File: src/logic/dpio_regs.vh
// Purpose: constants for the dual port parallel i/o adapter
// Assumes: 8-bit processor bus, two register-select lines
// Notes:   control register bit positions shared by both sections
`ifndef DPIO_REGS_VH
`define DPIO_REGS_VH
`define DPIO_SEL_PORT_A     2'h0
`define DPIO_SEL_CTRL_A     2'h1
`define DPIO_SEL_PORT_B     2'h2
`define DPIO_SEL_CTRL_B     2'h3
`define DPIO_CR_EN_FIRST    0
`define DPIO_CR_EDGE_FIRST  1
`define DPIO_CR_PORT_SEL    2
`define DPIO_CR_EN_SECOND   3
`define DPIO_CR_EDGE_SECOND 4
`define DPIO_CR_FLAG_SECOND 6
`define DPIO_CR_FLAG_FIRST  7
`define DPIO_CR_WR_MASK     8'h3f
`define DPIO_BYTE_ZERO      8'h00
`endif

File: src/logic/dpio_adapter.v
// Purpose: two 8-bit parallel i/o sections with per-line direction and edge interrupt flags
// Assumes: sys_clk is the processor phase-two clock; control lines are asynchronous pins
// Notes:   control-line output/pulse/handshake modes are not built; second lines are inputs only
// Notes on behaviour
// - direction bit 0 makes the line input, 1 makes it a driven output
// - output lines drive the stored output-register bit level
// - control bit 2 picks output register (1) or direction register (0)
// - port A data read returns all eight line states
// - port A reads sensed pin level even for output lines
// - port B reads stored bits for outputs, pin level for inputs
// - input lines are never driven from the output register
// - port B input lines have their output enable released
// - control, direction and output writable; control and direction readable
// - one active-low open-drain request per section, fed only by that section
// - section A bit 7 sets on active first-input edge regardless of enable
// - section A bit 0 gates bit-7 flag onto the request
// - section A bit 6 sets on active second-line edge regardless of enable
// - section A bit 3 gates bit-6 flag onto the request
// - reading port A data clears section A flags 6 and 7
// - section B mirrors section A flag and enable behaviour
// - reading port B data clears section B flags 6 and 7
// - request low exactly when (flag7 and en0) or (flag6 and en3)
// - reset clears every register, making all lines inputs
// - select 00 port A, 01 control A, 10 port B, 11 control B
// - control bit 1 picks falling (0) or rising (1) first-input edge
`timescale 1ns/100ps
`include "dpio_regs.vh"
module dpio_adapter (
    input  wire       sys_clk,
    input  wire       rst,
    input  wire       select_high_first,
    input  wire       select_high_second,
    input  wire       select_low_third_n,
    input  wire       reg_select_high,
    input  wire       reg_select_low,
    input  wire       read_not_write,
    input  wire [7:0] data_in,
    output reg  [7:0] data_out,
    output reg        data_oe_n,
    input  wire [7:0] port_a_lines_in,
    output reg  [7:0] port_a_lines_out,
    output reg  [7:0] port_a_lines_oe_n,
    input  wire [7:0] port_b_lines_in,
    output reg  [7:0] port_b_lines_out,
    output reg  [7:0] port_b_lines_oe_n,
    input  wire       a_ctrl_in_first,
    input  wire       a_ctrl_line_second,
    input  wire       b_ctrl_in_first,
    input  wire       b_ctrl_line_second,
    output reg        section_a_irq_n_out,
    output reg        section_a_irq_n_oe_n,
    output reg        section_b_irq_n_out,
    output reg        section_b_irq_n_oe_n
);
    reg  [7:0] port_a_direction_r;
    reg  [7:0] port_b_direction_r;
    reg  [7:0] port_a_output_data_r;
    reg  [7:0] port_b_output_data_r;
    reg  [7:0] section_a_control_r;
    reg  [7:0] section_b_control_r;
    // three-stage samplers; stage 1 feeds stage 2 only
    reg  [7:0] pa_s1_r, pa_s2_r, pa_s3_r;
    reg  [7:0] pb_s1_r, pb_s2_r, pb_s3_r;
    reg  [7:0] pa_stable_r, pb_stable_r;
    reg  [3:0] cl_s1_r, cl_s2_r, cl_s3_r, cl_stable_r;
    reg  [7:0] rd_nxt;
    wire       sel;
    wire [1:0] rsel;
    wire       wr, rd;
    wire [3:0] cl_new;
    wire [3:0] cl_rise, cl_fall;
    wire       a_first_hit, a_second_hit, b_first_hit, b_second_hit;
    wire       a_clr, b_clr;
    wire       a_irq, b_irq;

    assign sel  = select_high_first & select_high_second & ~select_low_third_n;
    assign rsel = {reg_select_high, reg_select_low};
    assign wr   = sel & ~read_not_write;
    assign rd   = sel & read_not_write;
    // a change counts once stages 2 and 3 agree
    assign cl_new  = (cl_s2_r & cl_s3_r) | (~(cl_s2_r ^ cl_s3_r) & 4'h0) | ((cl_s2_r ^ cl_s3_r) & cl_stable_r);
    assign cl_rise = cl_new & ~cl_stable_r;
    assign cl_fall = ~cl_new & cl_stable_r;
    // edge polarity: bit 1 for first input, bit 4 for second line
    assign a_first_hit  = section_a_control_r[`DPIO_CR_EDGE_FIRST]  ? cl_rise[0] : cl_fall[0];
    assign a_second_hit = section_a_control_r[`DPIO_CR_EDGE_SECOND] ? cl_rise[1] : cl_fall[1];
    assign b_first_hit  = section_b_control_r[`DPIO_CR_EDGE_FIRST]  ? cl_rise[2] : cl_fall[2];
    assign b_second_hit = section_b_control_r[`DPIO_CR_EDGE_SECOND] ? cl_rise[3] : cl_fall[3];
    assign a_clr = rd & (rsel == `DPIO_SEL_PORT_A) & section_a_control_r[`DPIO_CR_PORT_SEL];
    assign b_clr = rd & (rsel == `DPIO_SEL_PORT_B) & section_b_control_r[`DPIO_CR_PORT_SEL];
    assign a_irq = (section_a_control_r[`DPIO_CR_FLAG_FIRST] & section_a_control_r[`DPIO_CR_EN_FIRST]) |
                   (section_a_control_r[`DPIO_CR_FLAG_SECOND] & section_a_control_r[`DPIO_CR_EN_SECOND]);
    assign b_irq = (section_b_control_r[`DPIO_CR_FLAG_FIRST] & section_b_control_r[`DPIO_CR_EN_FIRST]) |
                   (section_b_control_r[`DPIO_CR_FLAG_SECOND] & section_b_control_r[`DPIO_CR_EN_SECOND]);

    // read mux
    always @* begin
        rd_nxt = `DPIO_BYTE_ZERO;
        case (rsel)
            `DPIO_SEL_PORT_A: begin
                if (section_a_control_r[`DPIO_CR_PORT_SEL]) begin
                    rd_nxt = pa_stable_r;
                end else begin
                    rd_nxt = port_a_direction_r;
                end
            end
            `DPIO_SEL_CTRL_A: begin
                rd_nxt = section_a_control_r;
            end
            `DPIO_SEL_PORT_B: begin
                if (section_b_control_r[`DPIO_CR_PORT_SEL]) begin
                    rd_nxt = (port_b_output_data_r & port_b_direction_r) |
                             (pb_stable_r & ~port_b_direction_r);
                end else begin
                    rd_nxt = port_b_direction_r;
                end
            end
            `DPIO_SEL_CTRL_B: begin
                rd_nxt = section_b_control_r;
            end
            default: begin
                rd_nxt = `DPIO_BYTE_ZERO;
            end
        endcase
    end

    always @(posedge sys_clk) begin
        if (rst) begin
            pa_s1_r <= `DPIO_BYTE_ZERO; pa_s2_r <= `DPIO_BYTE_ZERO; pa_s3_r <= `DPIO_BYTE_ZERO;
            pb_s1_r <= `DPIO_BYTE_ZERO; pb_s2_r <= `DPIO_BYTE_ZERO; pb_s3_r <= `DPIO_BYTE_ZERO;
            pa_stable_r <= `DPIO_BYTE_ZERO;
            pb_stable_r <= `DPIO_BYTE_ZERO;
            cl_s1_r <= 4'h0; cl_s2_r <= 4'h0; cl_s3_r <= 4'h0; cl_stable_r <= 4'h0;
        end else begin
            pa_s1_r <= port_a_lines_in; pa_s2_r <= pa_s1_r; pa_s3_r <= pa_s2_r;
            pb_s1_r <= port_b_lines_in; pb_s2_r <= pb_s1_r; pb_s3_r <= pb_s2_r;
            pa_stable_r <= (pa_s2_r & pa_s3_r) | ((pa_s2_r ^ pa_s3_r) & pa_stable_r);
            pb_stable_r <= (pb_s2_r & pb_s3_r) | ((pb_s2_r ^ pb_s3_r) & pb_stable_r);
            cl_s1_r <= {b_ctrl_line_second, b_ctrl_in_first, a_ctrl_line_second, a_ctrl_in_first};
            cl_s2_r <= cl_s1_r;
            cl_s3_r <= cl_s2_r;
            cl_stable_r <= cl_new;
        end
    end

    // registers and flags; a flag set in the clearing cycle wins
    always @(posedge sys_clk) begin
        if (rst) begin
            port_a_direction_r   <= `DPIO_BYTE_ZERO;
            port_b_direction_r   <= `DPIO_BYTE_ZERO;
            port_a_output_data_r <= `DPIO_BYTE_ZERO;
            port_b_output_data_r <= `DPIO_BYTE_ZERO;
            section_a_control_r  <= `DPIO_BYTE_ZERO;
            section_b_control_r  <= `DPIO_BYTE_ZERO;
        end else begin
            if (wr) begin
                case (rsel)
                    `DPIO_SEL_PORT_A: begin
                        if (section_a_control_r[`DPIO_CR_PORT_SEL]) begin
                            port_a_output_data_r <= data_in;
                        end else begin
                            port_a_direction_r <= data_in;
                        end
                    end
                    `DPIO_SEL_PORT_B: begin
                        if (section_b_control_r[`DPIO_CR_PORT_SEL]) begin
                            port_b_output_data_r <= data_in;
                        end else begin
                            port_b_direction_r <= data_in;
                        end
                    end
                    default: begin
                    end
                endcase
            end
            // flags are read-only from the bus side
            section_a_control_r[5:0] <= (wr && rsel == `DPIO_SEL_CTRL_A) ?
                data_in[5:0] : section_a_control_r[5:0];
            section_b_control_r[5:0] <= (wr && rsel == `DPIO_SEL_CTRL_B) ?
                data_in[5:0] : section_b_control_r[5:0];
            section_a_control_r[`DPIO_CR_FLAG_FIRST] <= a_first_hit |
                (section_a_control_r[`DPIO_CR_FLAG_FIRST] & ~a_clr);
            section_a_control_r[`DPIO_CR_FLAG_SECOND] <= a_second_hit |
                (section_a_control_r[`DPIO_CR_FLAG_SECOND] & ~a_clr);
            section_b_control_r[`DPIO_CR_FLAG_FIRST] <= b_first_hit |
                (section_b_control_r[`DPIO_CR_FLAG_FIRST] & ~b_clr);
            section_b_control_r[`DPIO_CR_FLAG_SECOND] <= b_second_hit |
                (section_b_control_r[`DPIO_CR_FLAG_SECOND] & ~b_clr);
        end
    end

    // registered pin and bus outputs
    always @(posedge sys_clk) begin
        if (rst) begin
            data_out             <= `DPIO_BYTE_ZERO;
            data_oe_n            <= 1'b1;
            port_a_lines_out     <= `DPIO_BYTE_ZERO;
            port_a_lines_oe_n    <= 8'hff;
            port_b_lines_out     <= `DPIO_BYTE_ZERO;
            port_b_lines_oe_n    <= 8'hff;
            section_a_irq_n_out  <= 1'b0;
            section_a_irq_n_oe_n <= 1'b1;
            section_b_irq_n_out  <= 1'b0;
            section_b_irq_n_oe_n <= 1'b1;
        end else begin
            data_out             <= rd_nxt;
            data_oe_n            <= ~rd;
            port_a_lines_out     <= port_a_output_data_r;
            port_a_lines_oe_n    <= ~port_a_direction_r;
            port_b_lines_out     <= port_b_output_data_r;
            port_b_lines_oe_n    <= ~port_b_direction_r;
            section_a_irq_n_out  <= 1'b0;
            section_a_irq_n_oe_n <= ~a_irq;
            section_b_irq_n_out  <= 1'b0;
            section_b_irq_n_oe_n <= ~b_irq;
        end
    end
endmodule

File: config.mk
export PLATFORM = sky130hd
export DESIGN_NAME = dpio_adapter
export DESIGN_NICKNAME = d
export VERILOG_FILES = /design/src/logic/dpio_adapter.v
export VERILOG_INCLUDE_DIRS = /design/src /design/src/logic
export SDC_FILE = /design/constraint.sdc
export NUM_CORES = 1
export LEC_CHECK = 0
export BUFFER_PORTS_ARGS = -buffer_cell sky130_fd_sc_hd__buf_2
export CAP_MARGIN = 20
export CORE_ASPECT_RATIO = 1.4
export CORE_UTILIZATION = 51
export DETAILED_ROUTE_END_ITERATION = 10
export PLACE_DENSITY = 0.77
export SYNTH_ARGS = -nofsm -noshare
export SYNTH_HDL_FRONTEND = slang
export SYNTH_SLANG_ARGS = --single-unit
File: constraint.sdc
create_clock -name sys_clk -period 1.2 [get_ports sys_clk]
set_input_delay 0.12 -clock sys_clk [delete_from_list [all_inputs] [get_ports sys_clk]]
set_output_delay 0.12 -clock sys_clk [all_outputs]
set_load 0.05 [all_outputs]
==> flow_summary.toml <==
[run_status]
outcome = "finished clean"

[power]
p_int_mw = 9.296
peakVddDrop_mv = 1.107
power_leakage_nw = 3.411
seq_power_share_pct = 48.8
pwr-share-clk_pct = 46.4
combPwrFrac_pct = 4.7
p_sw_mw = 2.636
power_density_mw_per_mm2 = 1606
sw_frac_of_total_pct = 22.09

[synth]
syn-cell-area_mm2 = 0.005901
yosysTopAreaCell = "dfxtp_1"
ys_warn_count = 0
async_flop_share_pct = 0
synth_edf_count = 0
ys.flop_type = "dfxtp_1"
syn_inst = 528
synth_top_area_share_pct = 58.02
seq_area_frac_synth_pct = 58.02
synth.avg_cell_area_um2 = 11.18
synth.distinct_cells = 32
synth_top_cells_by_area = "dfxtp_1, mux2i_1, nor2b_1, nand2b_1, ha_1"
ys_ff_latch = 171

[place]
gp_congestion = 0.8893
portBuffers = 78
dp_hpwl_um = 7946
pre_cts_slack_ns = -0.08149

[grt]
track_usage_pct = 20.64
grt_pass1_wl_um = 18840
grt_overflow = 0
grt_pass1_vias = 3972
grt_max_degree = 43
antenna_found_initial = 0

[min_path]
hold-path-cell-count = 3
hold_path.class = "in -> reg"

[worst_setup_path]
cp-end-kind = "flop"
r2r_end = "section_a_control_r[7]"
critPathBufInv = 0
max_stage_delay_ns = 0.36
reg2reg_depth = 4
cp.depth = 4
worst-setup-path-type = "reg -> reg"
critPathArrivalTime_ns = 1.53
r2r-start = "cl_s3_r[0]"
required_ns = 1.54
regToRegSetupSlack_ns = 0.02
crit_path_top_delay_cell = "dfxtp_1"
critPathLaunchType = "flop"
cp-endpoint = "section_a_control_r[7]"
cp_top_family = "flip-flops"
crit_chain = "ha_4, nor4b_2, a31oi_1, o22ai_1"
setup.worst_path.start = "cl_s3_r[0]"
critPathMaxFanout = 2

[final_layout]
post-route-util_pct = 65.87
synthToLayoutAreaGrowth_pct = 25.93
nFillCells = 887
layout_commonest_cell = "dfxtp_1"
antennaDiodeCount = 0
multi_input_area_mm2 = 0.002300
drive_gt1_share_pct = 24.65
regArea_mm2 = 0.003435
nets = 692
final_cell_mix = "dfxtp_1, buf_2, nor2b_1, mux2i_1, nand2b_1"

[timing]
min_period_over_period_pct = 98.69
skew_ns = 0.009133
max_freq_ghz = 0.8444
rsz0062_at_grt = "true"
setup_ws_ns = 0.01569
fin_hold_ws_ns = 0.1083
fin_crit_ns = 1.184
final_hold_viol_count = 0
finalSetupViolations = 0
slew_viol_final = 0

[routing]
routed_wl_um = 11780
vias = 3988
drtAntennaViolNets = 0
wire_per_inst_um = 14.85
drc = 0
first_pass_iters = 4
drt_iter0_markers = 166
routed_via_density = 5.029

[clocking]
cts_tree = "done"
cts.reportedPaths.clkPinSlew_ns = 0.07
cts_sinks = 171
root_buffer = "clkbuf_16"
clock_path_buffers = 2
insertion_delay_ns = 0.42
cts.htree.levels = 4
cts_made_buffers = 17
post_cts_buffers = 0

[die]
dieArea_mm2 = 0.01201
start_util_pct = 52.31
fp-row-count = 46
die_w_um = 92.91
die_h_um = 129.3
num_io_pins = 81
core_mm2 = 0.01128

[flow_run]
cap_violations = 0
==> repair_timing <==
| item | in CTS | in global routing |
|---|---|---|
| hold buffers | 20 | 0 |
| resized for setup | 5 | 15 |
| pin swaps | 6 | 8 |
| endpoints found under the setup margin | 4 | 14 |
| endpoints found under the hold margin | 20 | 0 |
==> layer usage <==
layer	up-vias	track usage (%)	wire, um
met1	1887	23.14	4864
met4	0	9.864	224
met5	-	0	0
met3	20	4.930	520
met2	112	36.63	6166
li1	1969	-	-
==> Yosys cell counts, types with 2 or more instances <==
library cell    n
a21o_1          2
a21oi_1        33
a221o_1         7
a22oi_1         2
a31o_2          6
a31oi_1         4
and3_1          3
buf_2           8
buf_4           5
buf_6           4
clkbuf_1       13
dfxtp_1       171
ha_1           20
inv_1          27
mux2i_1        58
nand2b_1       56
nand3_1         2
nand3_2         3
nand3b_1        4
nor2_1         21
nor2b_1        61
nor4b_1         4
o22ai_1         4
or2_2           2
==> worst min-delay path, cell delays in order <==
cell and delay, ns:
buf_2 0.08, and4b_1 0.22, nand2b_1 0.07
==> stage by stage <==
| stage | instance area (um2) | power, mW | instances | TNS [ns] |
|---|---|---|---|---|
| final | 7431 | 11.93 | 793 | 0 |
| after global routing | 7431 | 12.34 | 793 | -0.1060 |
| after CTS | 7366 | 12.00 | 793 | 0 |
| after detailed placement | 6519 | 6.446 | 741 | -0.9456 |
| after global placement | 6519 | 6.429 | 741 | -0.1070 |
| after floorplan | 5904 | 6.267 | 529 | 0 |
==> worst min-delay path by stage <==
stage,from,endpoint,slack (ns)
floorplan,a_ctrl_in_first,cl_s1_r[0],0.25
CTS,select_low_third_n,data_oe_n,0.1
finish,select_low_third_n,data_oe_n,0.11
detailed placement,a_ctrl_in_first,cl_s1_r[0],0.33
global placement,port_a_lines_in[4],pa_s1_r[4],0.33
global route,read_not_write,data_oe_n,0.11
==> final cells by class <==
class                           count  area share [%]
Sequential cell                   171           46.22
Timing Repair Buffer              118           10.84
Tap cell                          144           2.425
Inverter                           27           1.364
Clock buffer                       19           6.095
Multi-Input combinational cell    301           30.95
Clock inverter                     13           2.105
==> kinds of logic after synthesis <==
| logic type | synth area share [%] |
|---|---|
| compound gates | 6.594 |
| mux | 9.839 |
| simple gates | 16.62 |
| flops | 58.02 |
| buf+inv | 4.623 |
| other cells | 0.06355 |
| fa+ha+maj | 4.241 |
==> power by group through the flow <==
stage          combinational (mW)  clock [mW]  sequential (mW)
3_3_place_gp                0.485           0             5.94
3_5_place_dp                0.499           0             5.95
6_report                    0.565        5.54             5.83
2_1_floorplan               0.280           0             5.99
5_1_grt                     0.610        5.90             5.83
4_1_cts                     0.557        5.62             5.82
No activity file was read; power rests on OpenSTA's default activity.
